<file path="config.mk">
export PLATFORM = sky130hd
export DESIGN_NAME = pet_edge_timing_outputs
export DESIGN_NICKNAME = d
export VERILOG_FILES = /design/src/rtl/pet_pkg.sv /design/src/rtl/pet_edge_if.sv /design/src/rtl/pet_edge_calc.sv /design/src/rtl/pet_edge_out.sv /design/src/rtl/pet_edge_timing_outputs.sv
export SDC_FILE = /design/constraint.sdc
export NUM_CORES = 1
export LEC_CHECK = 0
export ABC_AREA = 1
export BUFFER_PORTS_ARGS = -buffer_cell sky130_fd_sc_hd__clkbuf_2
export CAP_MARGIN = 0
export CORE_UTILIZATION = 55
export CTS_BUF_LIST = sky130_fd_sc_hd__clkbuf_4
export DETAILED_ROUTE_END_ITERATION = 6
export PLACE_DENSITY_LB_ADDON = 0.3
export SLEW_MARGIN = 20
export SYNTH_ARGS = -nofsm -noshare
export SYNTH_HDL_FRONTEND = slang
export SYNTH_SLANG_ARGS = --single-unit
</file>
<file path="constraint.sdc">
create_clock -name mclk -period 8 [get_ports mclk]
set_input_delay 0.4 -clock mclk [delete_from_list [all_inputs] [get_ports mclk]]
set_output_delay 0.4 -clock mclk [all_outputs]
set_load 0.01 [all_outputs]
</file>
<file path="src/rtl/pet_pkg.sv">
package pet_pkg;

  // ----------------------------------------------------------------
  // Timing
  // ----------------------------------------------------------------
  // One edge-time count is one step of this many nanoseconds.
  localparam int STEP_NS = 5;
  localparam int CLK_NS = 5;
  localparam int STEP_CYCLES = (STEP_NS + CLK_NS - 1) / CLK_NS;

  // ----------------------------------------------------------------
  // Widths and field positions
  // ----------------------------------------------------------------
  localparam int TIME_W = 12;
  localparam int REG_W = 8;
  localparam int ADR_W = 10;
  localparam int NIB_HI = 7;
  localparam int NIB_LO = 4;
  localparam int MOD_EN_BIT = 3;
  localparam int MOD_NEG_BIT = 2;
  localparam int BAL_BIT = 1;
  localparam int RUN_BIT = 0;
  localparam logic [TIME_W-1:0] TIME_MAX = 12'hFFF;

  // ----------------------------------------------------------------
  // Register indices (byte address is four times the index)
  // ----------------------------------------------------------------
  localparam logic [7:0] IDX_CTRL = 8'h00;
  localparam logic [7:0] IDX_PERIOD_HI = 8'h01;
  localparam logic [7:0] IDX_PERIOD_LO = 8'h02;
  localparam logic [7:0] IDX_STATUS = 8'h03;
  localparam logic [7:0] IDX_D_RISE_TIM = 8'h4D;
  localparam logic [7:0] IDX_D_RISE_SET = 8'h4E;
  localparam logic [7:0] IDX_D_FALL_TIM = 8'h4F;
  localparam logic [7:0] IDX_D_FALL_SET = 8'h50;
  localparam logic [7:0] IDX_R1_RISE_TIM = 8'h51;
  localparam logic [7:0] IDX_R1_RISE_SET = 8'h52;
  localparam logic [7:0] IDX_R1_FALL_TIM = 8'h53;
  localparam logic [7:0] IDX_R1_FALL_SET = 8'h54;
  localparam int EDGE_REGS = 8;

  // Edge slots handled by the edge calculators.
  localparam int E_D_RISE = 0;
  localparam int E_D_FALL = 1;
  localparam int E_R1_RISE = 2;
  localparam int E_R1_FALL = 3;
  localparam int EDGE_N = 4;

  // ----------------------------------------------------------------
  // Reset values
  // ----------------------------------------------------------------
  localparam logic [REG_W-1:0] EDGE_REG_RST = 8'h00;
  localparam logic [REG_W-1:0] CTRL_RST = 8'h00;
  localparam logic [TIME_W-1:0] PERIOD_RST = 12'hFFF;

  typedef enum logic [1:0] {
    PET_IDLE = 2'b01,
    PET_RUN = 2'b10
  } pet_state_t;

endpackage : pet_pkg

</file>
<file path="src/rtl/pet_edge_if.sv">
`timescale 1ns/1ps
// Settings of one edge and the edge time worked out from them.
interface pet_edge_if;
  logic [pet_pkg::TIME_W-1:0] baseTime;
  logic modEn;
  logic modNeg;
  logic balEn;
  logic [pet_pkg::TIME_W-1:0] edgeTime;
  modport calc (input baseTime, input modEn, input modNeg, input balEn, output edgeTime);
  modport user (output baseTime, output modEn, output modNeg, output balEn, input edgeTime);
endinterface : pet_edge_if

</file>
<file path="src/rtl/pet_edge_calc.sv">
`timescale 1ns/1ps
module pet_edge_calc (
  input wire logic mclk,
  input wire logic rst,
  input wire logic [pet_pkg::TIME_W-1:0] loopMod,
  input wire logic [pet_pkg::TIME_W-1:0] balMod,
  pet_edge_if.calc eIf
);

  logic signed [14:0] sum;
  logic [pet_pkg::TIME_W-1:0] edgeTime_q;

  // Base time plus the enabled offsets, kept wide so it cannot wrap.
  always_comb begin
    sum = signed'({3'b000, eIf.baseTime});
    if (eIf.modEn) begin
      if (eIf.modNeg) begin
        sum = sum + signed'({3'b000, loopMod});
      end else begin
        sum = sum - signed'({3'b000, loopMod});
      end
    end
    if (eIf.balEn) begin
      sum = sum + signed'({{3{balMod[11]}}, balMod});
    end
  end

  // The edge is clamped inside the period counter range.
  always_ff @(posedge mclk or posedge rst) begin
    if (rst) begin
      edgeTime_q <= '0;
    end else if (sum < 0) begin
      edgeTime_q <= '0;
    end else if (sum > signed'({3'b000, pet_pkg::TIME_MAX})) begin
      edgeTime_q <= pet_pkg::TIME_MAX;
    end else begin
      edgeTime_q <= sum[11:0];
    end
  end

  assign eIf.edgeTime = edgeTime_q;
endmodule : pet_edge_calc

</file>
<file path="src/rtl/pet_edge_out.sv">
`timescale 1ns/1ps
module pet_edge_out (
  input wire logic mclk,
  input wire logic rst,
  input wire logic run,
  input wire logic stepEn,
  input wire logic periodEnd,
  input wire logic [pet_pkg::TIME_W-1:0] cnt,
  input wire logic [pet_pkg::TIME_W-1:0] riseTime,
  input wire logic [pet_pkg::TIME_W-1:0] fallTime,
  output logic drive
);

  logic [pet_pkg::TIME_W-1:0] rise_q;
  logic [pet_pkg::TIME_W-1:0] fall_q;
  logic drive_q;

  // Edge times are taken at the end of a period so none changes mid-period.
  always_ff @(posedge mclk or posedge rst) begin
    if (rst) begin
      rise_q <= '0;
      fall_q <= '0;
    end else if (!run || periodEnd) begin
      rise_q <= riseTime;
      fall_q <= fallTime;
    end
  end

  // High from the rising time, low from the falling time; fall wins a tie.
  always_ff @(posedge mclk or posedge rst) begin
    if (rst) begin
      drive_q <= 1'b0;
    end else if (!run) begin
      drive_q <= 1'b0;
    end else if (stepEn && cnt == fall_q) begin
      drive_q <= 1'b0;
    end else if (stepEn && cnt == rise_q) begin
      drive_q <= 1'b1;
    end
  end

  assign drive = drive_q;
endmodule : pet_edge_out

</file>
<file path="src/rtl/pet_edge_timing_outputs.sv">
// Register access over Wishbone was chosen for this implementation.
`timescale 1ns/1ps
// Function
// - Output D rising time low nibble comes from bits 7:4 of its setting.
// - Output D falling time: timing byte high, setting top nibble low.
// - Rectifier 1 rising time: timing byte high, next register nibble low.
// - Rectifier 1 falling time: timing byte high, next register nibble low.
// - Each count of an edge time moves the edge by 5 ns.
// - Setting bit 3 lets loop modulation move the edge; otherwise it stays.
// - Setting bit 2 high: larger modulation makes the edge later.
// - Setting bit 2 low: larger modulation makes the edge earlier.
// - Balance bit adds balance modulation to rectifier rising edges.
// - Output D rising time high byte comes from its own timing register.
module pet_edge_timing_outputs #(
  parameter int STEP_CYCLES_P = pet_pkg::STEP_CYCLES
) (
  input wire logic mclk,
  input wire logic rst,
  input wire logic wb_cyc_i,
  input wire logic wb_stb_i,
  input wire logic wb_we_i,
  input wire logic [pet_pkg::ADR_W-1:0] wb_adr_i,
  input wire logic [3:0] wb_sel_i,
  input wire logic [31:0] wb_dat_i,
  output logic [31:0] wb_dat_o,
  output logic wb_ack_o,
  input wire logic [pet_pkg::TIME_W-1:0] loopModulation,
  input wire logic [pet_pkg::TIME_W-1:0] balanceModulation,
  output logic pwmOutputD,
  output logic rectifierDrive1,
  output logic fluxBalanceRectifierEnable,
  output logic periodStart
);

  // ----------------------------------------------------------------
  // Parameter check
  // ----------------------------------------------------------------
  generate
    if (STEP_CYCLES_P < 1 || STEP_CYCLES_P > 255) begin : g_badStep
      $error("STEP_CYCLES_P must lie in 1..255");
    end
  endgenerate

  localparam int STEP_GAP = STEP_CYCLES_P;
  localparam logic [7:0] STEP_LAST = 8'(STEP_CYCLES_P - 1);

  // ----------------------------------------------------------------
  // Declarations
  // ----------------------------------------------------------------
  logic [pet_pkg::REG_W-1:0] edgeReg_q [pet_pkg::EDGE_REGS];
  logic [pet_pkg::REG_W-1:0] ctrl_q;
  logic [pet_pkg::TIME_W-1:0] period_q;
  logic [31:0] datO_q;
  logic ack_q;
  logic [7:0] idx;
  logic [7:0] rel;
  logic inEdge;
  logic req;
  logic wrEn;
  logic [pet_pkg::REG_W-1:0] rdData;
  pet_pkg::pet_state_t state_q;
  logic [7:0] divCnt_q;
  logic stepEn;
  logic [pet_pkg::TIME_W-1:0] cnt_q;
  logic periodEnd;
  logic run;
  logic periodStart_q;
  logic fluxBal_q;
  logic driveD;
  logic driveR1;

  // ----------------------------------------------------------------
  // Wishbone slave
  // ----------------------------------------------------------------
  assign idx = wb_adr_i[9:2];
  assign rel = idx - pet_pkg::IDX_D_RISE_TIM;
  assign inEdge = (idx >= pet_pkg::IDX_D_RISE_TIM) && (idx <= pet_pkg::IDX_R1_FALL_SET);
  assign req = wb_cyc_i && wb_stb_i && !ack_q;
  // A write lands on the edge at which the master sees the acknowledge.
  assign wrEn = wb_cyc_i && wb_stb_i && wb_we_i && ack_q && wb_sel_i[0];

  // Read multiplexer; unmapped indices read as zero.
  always_comb begin
    rdData = '0;
    if (inEdge) begin
      rdData = edgeReg_q[rel[2:0]];
    end else begin
      case (idx)
        pet_pkg::IDX_CTRL: rdData = ctrl_q;
        pet_pkg::IDX_PERIOD_HI: rdData = period_q[11:4];
        pet_pkg::IDX_PERIOD_LO: rdData = {4'h0, period_q[3:0]};
        pet_pkg::IDX_STATUS: rdData = {5'h00, run, driveR1, driveD};
        default: rdData = '0;
      endcase
    end
  end

  // One acknowledge per request, one cycle after it is seen.
  always_ff @(posedge mclk or posedge rst) begin
    if (rst) begin
      ack_q <= 1'b0;
      datO_q <= 32'h0000_0000;
    end else begin
      ack_q <= req;
      if (req) begin
        datO_q <= {24'h00_0000, rdData};
      end
    end
  end

  // Edge timing and setting bytes; reserved bits are stored but unused.
  always_ff @(posedge mclk or posedge rst) begin
    if (rst) begin
      for (int i = 0; i < pet_pkg::EDGE_REGS; i++) begin
        edgeReg_q[i] <= pet_pkg::EDGE_REG_RST;
      end
    end else if (wrEn && inEdge) begin
      edgeReg_q[rel[2:0]] <= wb_dat_i[7:0];
    end
  end

  // Run control and period length.
  always_ff @(posedge mclk or posedge rst) begin
    if (rst) begin
      ctrl_q <= pet_pkg::CTRL_RST;
      period_q <= pet_pkg::PERIOD_RST;
    end else if (wrEn) begin
      case (idx)
        pet_pkg::IDX_CTRL: ctrl_q <= wb_dat_i[7:0];
        pet_pkg::IDX_PERIOD_HI: period_q[11:4] <= wb_dat_i[7:0];
        pet_pkg::IDX_PERIOD_LO: period_q[3:0] <= wb_dat_i[3:0];
        default: ctrl_q <= ctrl_q;
      endcase
    end
  end

  assign wb_ack_o = ack_q;
  assign wb_dat_o = datO_q;

  // ----------------------------------------------------------------
  // Step divider and period counter
  // ----------------------------------------------------------------
  assign stepEn = (divCnt_q == STEP_LAST);
  assign periodEnd = stepEn && (cnt_q == period_q);
  assign run = (state_q == pet_pkg::PET_RUN);

  // One step enable per 5 ns of edge resolution.
  always_ff @(posedge mclk or posedge rst) begin
    if (rst) begin
      divCnt_q <= '0;
    end else if (stepEn) begin
      divCnt_q <= '0;
    end else begin
      divCnt_q <= divCnt_q + 8'h01;
    end
  end

  // Run state follows the control bit, starting only on a step.
  always_ff @(posedge mclk or posedge rst) begin
    if (rst) begin
      state_q <= pet_pkg::PET_IDLE;
    end else begin
      case (state_q)
        pet_pkg::PET_IDLE: begin
          if (ctrl_q[pet_pkg::RUN_BIT] && stepEn) begin
            state_q <= pet_pkg::PET_RUN;
          end
        end
        pet_pkg::PET_RUN: begin
          if (!ctrl_q[pet_pkg::RUN_BIT]) begin
            state_q <= pet_pkg::PET_IDLE;
          end
        end
        default: state_q <= pet_pkg::PET_IDLE;
      endcase
    end
  end

  // Counts edge-time steps from the start of each period.
  always_ff @(posedge mclk or posedge rst) begin
    if (rst) begin
      cnt_q <= '0;
    end else if (!run) begin
      cnt_q <= '0;
    end else if (periodEnd) begin
      cnt_q <= '0;
    end else if (stepEn) begin
      cnt_q <= cnt_q + 12'h001;
    end
  end

  // Period start pulse and balance flag passed on to rectifier drive 2.
  always_ff @(posedge mclk or posedge rst) begin
    if (rst) begin
      periodStart_q <= 1'b0;
      fluxBal_q <= 1'b0;
    end else begin
      periodStart_q <= run && stepEn && (cnt_q == '0);
      fluxBal_q <= edgeReg_q[5][pet_pkg::BAL_BIT];
    end
  end

  assign periodStart = periodStart_q;
  assign fluxBalanceRectifierEnable = fluxBal_q;

  // ----------------------------------------------------------------
  // Edge calculators
  // ----------------------------------------------------------------
  pet_edge_if edgeIf [pet_pkg::EDGE_N] ();

  generate
    for (genvar e = 0; e < pet_pkg::EDGE_N; e++) begin : g_edge
      // Timing byte gives the high eight bits, setting nibble the low four.
      assign edgeIf[e].baseTime = {edgeReg_q[2*e],
                                   edgeReg_q[2*e+1][pet_pkg::NIB_HI:pet_pkg::NIB_LO]};
      assign edgeIf[e].modEn = edgeReg_q[2*e+1][pet_pkg::MOD_EN_BIT];
      assign edgeIf[e].modNeg = edgeReg_q[2*e+1][pet_pkg::MOD_NEG_BIT];
      // Only the rectifier rising edge takes balance modulation here.
      if (e == pet_pkg::E_R1_RISE) begin : g_bal
        assign edgeIf[e].balEn = edgeReg_q[2*e+1][pet_pkg::BAL_BIT];
      end else begin : g_noBal
        assign edgeIf[e].balEn = 1'b0;
      end
      pet_edge_calc u_calc (
        .mclk(mclk),
        .rst(rst),
        .loopMod(loopModulation),
        .balMod(balanceModulation),
        .eIf(edgeIf[e])
      );
    end
  endgenerate

  // ----------------------------------------------------------------
  // Output drivers
  // ----------------------------------------------------------------
  pet_edge_out u_pwm_output_d (
    .mclk(mclk),
    .rst(rst),
    .run(run),
    .stepEn(stepEn),
    .periodEnd(periodEnd),
    .cnt(cnt_q),
    .riseTime(edgeIf[pet_pkg::E_D_RISE].edgeTime),
    .fallTime(edgeIf[pet_pkg::E_D_FALL].edgeTime),
    .drive(driveD)
  );

  pet_edge_out u_outR1 (
    .mclk(mclk),
    .rst(rst),
    .run(run),
    .stepEn(stepEn),
    .periodEnd(periodEnd),
    .cnt(cnt_q),
    .riseTime(edgeIf[pet_pkg::E_R1_RISE].edgeTime),
    .fallTime(edgeIf[pet_pkg::E_R1_FALL].edgeTime),
    .drive(driveR1)
  );

  assign pwmOutputD = driveD;
  assign rectifierDrive1 = driveR1;
endmodule : pet_edge_timing_outputs

</file>
==> results of run 1 <==
## worst register-to-register path, delay by kind of cell (launching register included)
kind | cells | cell delay (ns)
AOI/OAI and AO/OA | 1 | 0.29
buffers and inverters | 2 | 0.42
adders and majority gates | 2 | 0.78
and+or+nand+nor | 16 | 1.86
DFF | 1 | 0.50
## final timing paths
| check | start | end | slack, ns | cells past startpoint |
|---|---|---|---|---|
| min reg2reg | g_edge[0].u_calc.eIf.edgeTime[2] | u_pwm_output_d.rise_q[2] | 0.44 | 2 |
| min in group asynchronous | rst | divCnt_q[3] | 0.40 | 3 |
| max | edgeIf[2].baseTime[6] | g_edge[2].u_calc.eIf.edgeTime[5] | 4.04 | 21 |
| max reg2reg | edgeIf[2].baseTime[6] | g_edge[2].u_calc.eIf.edgeTime[5] | 4.04 | 21 |
| max in group asynchronous | rst | edgeIf[0].baseTime[7] | 6.21 | 4 |
| min | wb_stb_i | wb_ack_o | 0.09 | 4 |
## power groups by stage
stage / Clock (uW) / Sequential (uW) / Combinational, uW
6_report: 1000 / 1100 / 231
5_1_grt: 1070 / 1100 / 257
4_1_cts: 1010 / 1100 / 229
3_5_place_dp: 0 / 1120 / 227
3_3_place_gp: 0 / 1120 / 224
2_1_floorplan: 0 / 1120 / 153
## synth_stat cells, types with 12 or more instances
cell type / n / area share
buf_2: 22 / 0.0067
buf_4: 28 / 0.013
nand2_1: 715 / 0.16
xor2_1: 49 / 0.026
o21bai_1: 13 / 0.0060
a21oi_1: 101 / 0.031
clkbuf_1: 30 / 0.0069
xnor2_1: 12 / 0.0064
dfstp_2: 13 / 0.021
nor3_1: 32 / 0.0098
ha_1: 120 / 0.092
dfrtp_1: 202 / 0.31
o21ai_0: 168 / 0.051
nand4_1: 37 / 0.014
inv_1: 301 / 0.069
or2_2: 13 / 0.0050
nor2_1: 147 / 0.034
o21ai_1: 58 / 0.018
nand3_1: 155 / 0.047
## repair_timing
item / in CTS / in global routing
resized for setup: 0 / 0
hold endpoints to repair: 120 / 0
hold buffers: 1 / 0
endpoints found under the setup margin: 0 / 0
buffers inserted: 0 / 0
## cell usage in the layout (no fill, tap or decap), types with 4 or more instances in the layout
master | Yosys | layout
clkinv_1 | 6 | 15
a21boi_0 | 5 | 5
clkbuf_2 | 3 | 58
fa_1 | 9 | 9
nor4_1 | 9 | 9
a221oi_1 | 8 | 8
dfrtp_1 | 202 | 202
o21bai_1 | 13 | 13
o211ai_1 | 10 | 10
clkbuf_4 | 0 | 92
ha_1 | 120 | 120
or2_2 | 13 | 13
a21o_1 | 5 | 5
and2_1 | 5 | 5
conb_1 | 1 | 24
nand3_1 | 155 | 155
o21ai_1 | 58 | 58
xor2_1 | 49 | 49
nor2_1 | 147 | 147
nand2_4 | 8 | 8
nand3b_1 | 4 | 4
xnor2_1 | 12 | 12
inv_1 | 301 | 300
o22ai_1 | 8 | 8
a21oi_1 | 101 | 101
dfstp_2 | 13 | 13
o21ai_0 | 168 | 168
nand2_1 | 715 | 715
o21ai_2 | 10 | 10
nor3_1 | 32 | 32
nand4_1 | 37 | 37
and3_1 | 4 | 4
## logic make-up after synthesis
| kind of cell | after synthesis |
|---|---|
| buffers and inverters | 406 |
| other | 1 |
| adder cells (fa/ha/maj) | 129 |
| AO/OA/AOI/OAI | 396 |
| AND/OR/NAND/NOR | 1142 |
| flip-flops | 215 |
| XOR/XNOR | 61 |
## metal layers
layer  up-vias  track usage  part of all wire
li1       7651            -                 -
met1      7244        0.484              0.45
met2       643        0.521              0.43
met3       113       0.0595             0.083
met4         2        0.137             0.038
met5         -       0.0128           0.00021
## cell type report
class,instances,area [sq um]
clock buffer,92,691
clock inverter,14,66.3
fill,2810,11600
inverter,310,1170
multi-input combinational,1752,9320
sequential,215,5400
tap,384,480
timing repair buffer,62,327
## flip-flops by register name, indices dropped and copies added (netlist names)
register / flops
edgeIf.baseTime: 48
g_edge.u_calc.eIf.edgeTime: 48
cnt_q: 12
period_q: 12
u_outR1.fall_q: 12
u_outR1.rise_q: 12
u_pwm_output_d.fall_q: 12
u_pwm_output_d.rise_q: 12
ctrl_q: 8
divCnt_q: 8
wb_dat_o: 8
edgeReg_q: 7
edgeIf.modEn: 4
edgeIf.modNeg: 4
state_q: 2
edgeIf.balEn: 1
fluxBalanceRectifierEnable: 1
periodStart: 1
u_outR1.drive: 1
u_pwm_output_d.drive: 1
wb_ack_o: 1
## stage by stage
step / utilization / instance area, sq um / total power, uW / instances / setup WS, ns
after floorplan: - / 16500 / 1280 / 2373 / 1.74
after CTS: 0.601 / 17400 / 2350 / 2829 / 4.15
final: 0.602 / 17500 / 2340 / 2829 / 4.04
after global routing: 0.602 / 17500 / 2430 / 2829 / 3.69
after global placement: 0.575 / 16700 / 1350 / 2722 / 3.58
after detailed placement: 0.575 / 16700 / 1350 / 2722 / 3.57
==> impl_metrics.tcl, run 1 <==
set metrics [dict create \
    run_status "finished, violations left" \
    violations_in_the_final_reports "DRC" \
    report.final.setup_viol 0 \
    design.portCount 112 \
    tritoncts_num_sinks 215 \
    maxCapViolCount 0 \
    synthXorXnorAreaFrac 0.0326 \
    clkLatencyLatePin_ns 0.74 \
    maxClockFrequency_mhz 253 \
    wirelength_microns 51800 \
    timing_worst_setup_path_type "register to register" \
    ys_async_sr_fraction 1.00 \
    nNetsFinal 2602 \
    areaGrowthSynthToFinish_pct 6.64 \
    start_util 0.564 \
    hold_class "input pin to register" \
    clock_tree_from_tritoncts "yes" \
    syn-mean-instance-area_sq_um 6.96 \
    synth-compound-area-share 0.133 \
    synth_top_family_by_area "simple AND/OR/NAND/NOR gates" \
    root_buffer "clkbuf_4" \
    chip_width_microns 175 \
    fp-row-count 62 \
    groute.usage.overall 0.343 \
    element_type_at_the_critical_path_end "register" \
    fp.coreArea_sq_um 29000 \
    worst_pin_slew_ns 0.937 \
    setup_total_negative_slack_ns 0 \
    timing.critical_path.mode_cell "nand2_1" \
    initial_antenna_violation_count 0 \
    tritoncts.num_buffers 57 \
    power.switching_fraction 0.283 \
    first_global_vias 14600 \
    via_count 15700 \
    start_kind "register" \
    post_route_cells_drive_above_1_share 0.0883 \
    synth-seq-area-share 0.330 \
    routability_cong 1.00 \
    synth_top_flop_cell "dfrtp_1" \
    cp_slowest_stage_delay_ns 0.50 \
    crit_path_max_fanout 9 \
    power.sequential.fraction 0.473 \
    slowest_stage "dfrtp_1" \
    global_route_wire_length_before_repair_microns 80200 \
    crit_chain "ha_1, inv_1, nand2_1, nor3_1, nand2_1, nand4_1, nand2_1, nand2_1, nand3_1, and2_1, ha_1, a21oi_1, nor2_1, nor2_1, nand3_1, nand4_1, nand3_1, nand2_1, nand2_1, inv_1, nor2_1" \
    buffer_ports.inserted 58 \
    h-tree-depth 2 \
    pwr-share-clk 0.428 \
    internal_power_uw 1680 \
    worst_ir_drop_vdd_mv 0.133 \
    timing.critical_path.buf_inv 2 \
    drcViolationCount 1 \
    detailedRoute.firstPassIterationCount 7 \
    dp.final_hpwl_microns 38300 \
    ys_types 51 \
    netlist_instances 2350 \
    global_route_overflow 0 \
    timing.critical_path.arrival_ns 4.58 \
    leakage_uw 0.00971 \
    post_synth_instance_area_sq_um 16400 \
    final.period_utilization 0.495 \
    clock_tree.buffer_depth 3 \
    postSynthRegisterBits 215 \
    power.density_cell_area_nw_per_um2 134 \
    tightest_slew_margin_relative_to_the_limit 0.375 \
    yosys.area_share.adder 0.103 \
    antenna_cells 0 \
    switching_power_uw 661 \
    routed_via_density 5.53 \
    synth_simple_gate_area_share 0.296 \
    hold_violations 0 \
    final.setup_skew_ns 0.0544 \
    share_of_cell_area_taken_by_muxes_after_synthesis 0 \
    setup_repair_after_global_routing_missed_its_margin "no" \
    die_area_sq_um 30500 \
    number_of_design_rule_violations_left_by_the_first_detailed_router_iteration 1413 \
    drt-wirelength-per-cell_microns 18.3 \
    final_period_demand_of_the_worst_path_ns 3.96 \
    cts.clk_slew.worst_paths_ns 0.07 \
    grt_max_degree 135 \
    final.hold.worst_slack_ns 0.0875 \
    ys.warnings.count 0 \
    worst-endpoint-required_ns 8.62 \
    finalMaxSlewViolations 0 \
    drtAntennaViolNets 0 \
    fp.dieH_microns 175 \
    critPathTopFamily "simple AND/OR/NAND/NOR gates" \
    synth_edf_count 0 \
    combinationalPowerShare 0.099 \
]
Note: power is estimated with default switching activity, not from simulation.
==> run 2, diff against run 1 <==
Settings changed: ABC_AREA 1 to 0.
Clock period 8 ns to 3.4 ns, I/O delays scaled along.
==> impl_metrics.tcl, run 2 <==
set metrics [dict create \
    element_type_at_the_critical_path_end "register" \
    maxCapViolCount 0 \
    post-synth-top-count-cell "dfrtp_1" \
    first_global_vias 12500 \
    worst_pin_slew_ns 0.919 \
    worst-endpoint-required_ns 3.95 \
    die_area_sq_um 28500 \
    fp.dieH_microns 169 \
    critPathTopFamily "compound AO/OA/AOI/OAI gates" \
    cts.clk_slew.worst_paths_ns 0.07 \
    final_period_demand_of_the_worst_path_ns 3.91 \
    root_buffer "clkbuf_4" \
    global_route_wire_length_before_repair_microns 71500 \
    synth.top_cells.by_area "dfrtp_1 33%, ha_1 9.8%, mux2_2 6.8%" \
    postSynthRegisterBits 215 \
    fp-row-count 60 \
    post_synth_instance_area_sq_um 15300 \
    drtAntennaViolNets 0 \
    final.setup_skew_ns 0.0650 \
    ys_async_sr_fraction 1.00 \
    routability_cong 0.993 \
    fp.coreArea_sq_um 27200 \
    netlist_instances 1533 \
    chip_width_microns 169 \
    synth_edf_count 0 \
    post_layout_nonfiller_instances 2166 \
    via_count 12900 \
    routed_via_density 5.94 \
    leakage_uw 0.00889 \
    ys_types 87 \
    number_of_design_rule_violations_left_by_the_first_detailed_router_iteration 1146 \
    groute.usage.overall 0.330 \
    final.period_utilization 1.15 \
    placed_instance_count 2036 \
    maxClockFrequency_mhz 255 \
    most-common-layout-cells "202 x dfrtp_1, 158 x buf_4, 105 x ha_1, 97 x nand2_1, 91 x mux2_2" \
    drcViolationCount 0 \
    synth-seq-area-share 0.352 \
    syn-mean-instance-area_sq_um 10.0 \
    global_route_overflow 0 \
    gr-max-usage-layer "met2" \
    netlist.area_leader.share 0.330 \
    design.portCount 112 \
    hold_violations 0 \
    grt_util_met3 0.0582 \
    totalPowerFinal_uw 5530 \
    worst_ir_drop_vdd_mv 0.280 \
    mostFrequentLayoutCell "dfrtp_1" \
    tritoncts.num_buffers 57 \
    report.final.setup_viol 12 \
    start_kind "register" \
    clock_tree.buffer_depth 3 \
    detailed_place.area_sq_um 16900 \
    final.setup.worst_slack_ns -0.515 \
    crit_chain "ha_4, or3_4, o211ai_1, a31oi_1, o31ai_2, mux2i_2, or2_4, ha_4, nand4_1, nor4b_4, o22ai_2, a221o_1, nand3b_4, o211ai_1" \
    drt-wirelength-per-cell_microns 21.6 \
    slowest_stage "a221o_1" \
    timing.critical_path.arrival_ns 4.47 \
    power.density_cell_area_nw_per_um2 305 \
    groute.layer.met1.usage 0.458 \
    synth_top_flop_cell "dfrtp_1" \
    ys.warnings.count 0 \
    h-tree-depth 2 \
    cp_slowest_stage_delay_ns 0.43 \
    post_route_cells_drive_above_1_share 0.305 \
    hold_class "input pin to register" \
    tightest_slew_margin_relative_to_the_limit 0.388 \
    synth_top_cells_by_count "202 x dfrtp_1, 120 x ha_1, 99 x nand2_1, 92 x mux2_2, 87 x a21oi_1" \
    timing_worst_setup_path_type "register to register" \
    detailedRoute.firstPassIterationCount 6 \
    dp.final_hpwl_microns 35100 \
    start_util 0.564 \
    clock_tree_from_tritoncts "yes" \
    setup_repair_after_global_routing_missed_its_margin "yes" \
    groute.layer.met2.usage 0.515 \
    nNetsFinal 1947 \
    crit_path_max_fanout 8 \
    buffer_ports.inserted 58 \
    violations_in_the_final_reports "setup timing" \
    finalMaxSlewViolations 0 \
    timing.critical_path.buf_inv 0 \
    final_design_area_no_fill_sq_um 18100 \
    areaGrowthSynthToFinish_pct 18.3 \
    post-synth-top-area-cell "dfrtp_1" \
    grt_max_degree 81 \
    wirelength_microns 46700 \
    tritoncts_num_sinks 215 \
    initial_antenna_violation_count 2 \
    clkLatencyLatePin_ns 0.73 \
    run_status "finished, violations left" \
]
-- run 2: cell types whose count changed in the layout (fill, tap and decap cells not counted), moves of 48 or more --
cell | before | now
nand2_1 | 715 | 97
inv_1 | 300 | 64
buf_4 | 2 | 158
nand3_1 | 155 | 24
o21ai_0 | 168 | 70
mux2_2 | 0 | 91
nor2_1 | 147 | 82
o21ai_1 | 58 | 6
mux2_4 | 0 | 49
xnor2_1 | 12 | 60
-- run 2: metrics by stage --
step	util	hold WS (ns)	TNS, ns	setup WS [ns]
2_1_floorplan	-	0.322	-3.28	-0.289
3_3_place_gp	0.622	0.104	-6.54	-0.566
3_5_place_dp	0.622	0.0989	-6.95	-0.596
4_1_cts	0.661	0.00345	-4.76	-0.420
5_1_grt	0.667	0.0684	-7.85	-0.701
6_report	0.667	0.0770	-5.79	-0.515
-- run 2: kinds of logic (layout without fill, tap and decap cells) --
family | Yosys count | after routing | share of synthesized area
AO/OA/AOI/OAI | 351 | 351 | 0.151
XOR/XNOR | 119 | 119 | 0.0680
adder cells (fa/ha/maj) | 129 | 129 | 0.110
buffers and inverters | 173 | 409 | 0.0513
flip-flops | 215 | 215 | 0.352
multiplexers | 177 | 177 | 0.145
other | 1 | 26 | 0.000245
AND/OR/NAND/NOR | 368 | 368 | 0.122
-- run 2: final timing paths --
path	slack, ns	from	end	depth (start not counted)
min in group asynchronous	0.49	rst	cnt_q[6]	4
worst min register to register	0.42	g_edge[3].u_calc.eIf.edgeTime[7]	u_outR1.fall_q[7]	1
worst max-delay path	-0.51	edgeIf[2].baseTime[2]	g_edge[2].u_calc.eIf.edgeTime[11]	14
max in group asynchronous	2.13	rst	state_q[0]	5
worst min-delay path	0.08	wb_adr_i[9]	wb_dat_o[1]	5
worst max register to register	-0.51	edgeIf[2].baseTime[2]	g_edge[2].u_calc.eIf.edgeTime[11]	14
-- run 2: tightest hold or removal path: cells and delay by family --
family          cells  cell delay, ns
compound gates      2            0.22
buf+inv             1            0.08
simple gates        2            0.27
-- run 2: timing repair --
item | in CTS | in global routing
hold endpoints to repair | 253 | 0
pin swaps | 18 | 28
endpoints found under the setup margin | 12 | 12
gates resized for setup | 27 | 30
hold buffers | 11 | 0
buffers inserted | 7 | 5
-- run 2: cell type report --
class                   count  area (sq um)
diodes                      2          5.00
repair buffers            231          1660
clock buffers              75           563
flip-flops and latches    215          5400
multi-input cells        1168          9570
clock inverters            33           205
well taps                 372           465
inverters                  70           267
fillers                  2199          9040
-- run 2: power breakdown --
group,internal (uW),switching [uW],leakage [uW],total (uW)
clock network,1210,1160,0.000459,2370
registers,2570,8.47,0.00296,2580
logic,212,363,0.00547,576
total,3990,1540,0.00889,5530
-- run 2: routing by layer --
metal / routed length (microns) / share of wire / up-vias
met4: 1710 / 0.037 / 0
met2: 21200 / 0.45 / 593
met3: 3570 / 0.076 / 100
li1: - / - / 5925
met5: 0 / 0 / -
met1: 20200 / 0.43 / 6245
==> run 3, diff against run 2 <==
Settings changed: CORE_UTILIZATION 55 to 57.
Clock period 3.4 ns to 3.45 ns, I/O delays scaled along.
==> impl_metrics.tcl, run 3 (synthesis results as in run 2) <==
set metrics [dict create \
    pre_cts_setup_slack_ns -0.585 \
    clock_tree_from_tritoncts "yes" \
    power.density_cell_area_nw_per_um2 295 \
    groute.usage.overall 0.331 \
    maxCapViolCount 0 \
    start_kind "register" \
    routed_via_density 6.03 \
    finalMaxSlewViolations 0 \
    buffer_ports.inserted 58 \
    chip_width_microns 166 \
    leakage_uw 0.00872 \
    nNetsFinal 1921 \
    violations_in_the_final_reports "DRC, setup timing" \
    detailed_place.area_sq_um 16700 \
    areaGrowthSynthToFinish_pct 15.2 \
    final.period_utilization 1.13 \
    fp-row-count 59 \
    hold_violations 0 \
    drt-wirelength-per-cell_microns 21.6 \
    timing.critical_path.arrival_ns 4.48 \
    final_design_area_no_fill_sq_um 17700 \
    final.setup.worst_slack_ns -0.460 \
    mostFrequentLayoutCell "dfrtp_1" \
    tritoncts.num_buffers 55 \
    global_route_overflow 0 \
    root_buffer "clkbuf_4" \
    timing_worst_setup_path_type "register to register" \
    design.portCount 112 \
    maxClockFrequency_mhz 256 \
    die_area_sq_um 27600 \
    worst_pin_slew_ns 0.822 \
    tightest_slew_margin_relative_to_the_limit 0.445 \
    fp.dieH_microns 166 \
    element_type_at_the_critical_path_end "register" \
    h-tree-depth 2 \
    run_status "finished, violations left" \
    detailedRoute.firstPassIterationCount 7 \
    via_count 12600 \
    initial_antenna_violation_count 1 \
    routability_cong 1.03 \
    wirelength_microns 45300 \
    drtAntennaViolNets 0 \
    number_of_design_rule_violations_left_by_the_first_detailed_router_iteration 1450 \
    tritoncts_num_sinks 215 \
    setup_repair_after_global_routing_missed_its_margin "yes" \
    drcViolationCount 13 \
    dp.final_hpwl_microns 34300 \
    report.final.setup_viol 12 \
    grt_max_degree 64 \
    first_global_vias 12300 \
    cts.clk_slew.worst_paths_ns 0.07 \
    most-common-layout-cells "202 x dfrtp_1, 144 x buf_4, 111 x ha_1, 98 x nand2_1, 92 x mux2_2" \
    final.setup_skew_ns 0.0492 \
    fp.coreArea_sq_um 26200 \
    clkLatencyLatePin_ns 0.70 \
    clock_tree.buffer_depth 3 \
    crit_path_max_fanout 8 \
    finish.utilization 0.674 \
    final_period_demand_of_the_worst_path_ns 3.91 \
    start_util 0.585 \
    post_route_cells_drive_above_1_share 0.288 \
    global_route_wire_length_before_repair_microns 70300 \
    worst_ir_drop_vdd_mv 0.286 \
    hold_class "input pin to register" \
    worst-endpoint-required_ns 4.02 \
]
## run 3: cell count changes in the layout (fill, tap and decap cells not counted), moves of 3 or more
cell	before	now
buf_4	158	144
clkbuf_4	75	78
clkinv_1	18	21
clkinv_2	13	2
dlygate4sd3_1	11	4
ha_1	105	111
ha_4	11	6
## run 3: repair_timing
action	CTS	global route
buffers inserted	6	1
cloned	0	0
setup endpoints to repair	12	12
endpoints found under the hold margin	106	0
hold buffers	4	0
pin swaps	26	6
gates resized for setup	31	9
## run 3: report_power, final
part	switching (uW)	leakage [uW]	internal (uW)
combinational	353	0.00536	194
sequential	8.17	0.00296	2530
clock	1080	0.000401	1050
## run 3: layout make-up
class	instances	area, sq um
multi-input combinational	1168	9460
fill	2042	8550
sequential	215	5400
timing repair buffer	207	1430
clock buffer	78	586
tap	335	419
inverter	70	267
clock inverter	23	97.6
antenna	1	2.50
## run 3: final timing paths
kind                                             startpoint                           endpoint  slack, ns  cells past startpoint
max                                   edgeIf[2].baseTime[4]  g_edge[2].u_calc.eIf.edgeTime[11]      -0.46                     13
min                                             wb_adr_i[8]                        wb_dat_o[0]       0.08                      4
max reg2reg                           edgeIf[2].baseTime[4]  g_edge[2].u_calc.eIf.edgeTime[11]      -0.46                     13
min reg2reg                g_edge[3].u_calc.eIf.edgeTime[5]                  u_outR1.fall_q[5]       0.45                      1
max in group asynchronous                               rst              edgeIf[2].baseTime[0]       1.77                      5
min in group asynchronous                               rst           u_pwm_output_d.fall_q[1]       0.57                      4
## run 3: routing by layer
layer | vias to the layer above | wire length [microns] | global-route usage
met5 | - | 0 | 0
met4 | 0 | 1740 | 0.134
met3 | 107 | 4280 | 0.0579
met2 | 614 | 19500 | 0.491
met1 | 6050 | 19800 | 0.479
li1 | 5867 | - | -
## run 3: stage by stage
stage / power (uW) / std cells / hold WS, ns / setup TNS [ns]
global route: 5420 / 2097 / 0.0305 / -7.37
global placement: 3100 / 1984 / 0.147 / -5.05
CTS: 5230 / 2095 / 0.0169 / -3.92
finish: 5210 / 2097 / 0.0771 / -5.10
detailed placement: 3110 / 1984 / 0.143 / -6.66
floorplan: 2910 / 1556 / 0.324 / -2.68
## run 3: worst max-delay path, stage by stage, from the launching register on
cell	delay, ns
dfrtp_1	0.42
ha_4	0.27
or3_1	0.38
o211ai_1	0.30
a31oi_1	0.16
o31ai_1	0.35
mux2i_1	0.15
or2_4	0.28
ha_1	0.30
a21o_1	0.18
a311o_1	0.32
a221o_1	0.43
nand3b_4	0.17
o211ai_1	0.10
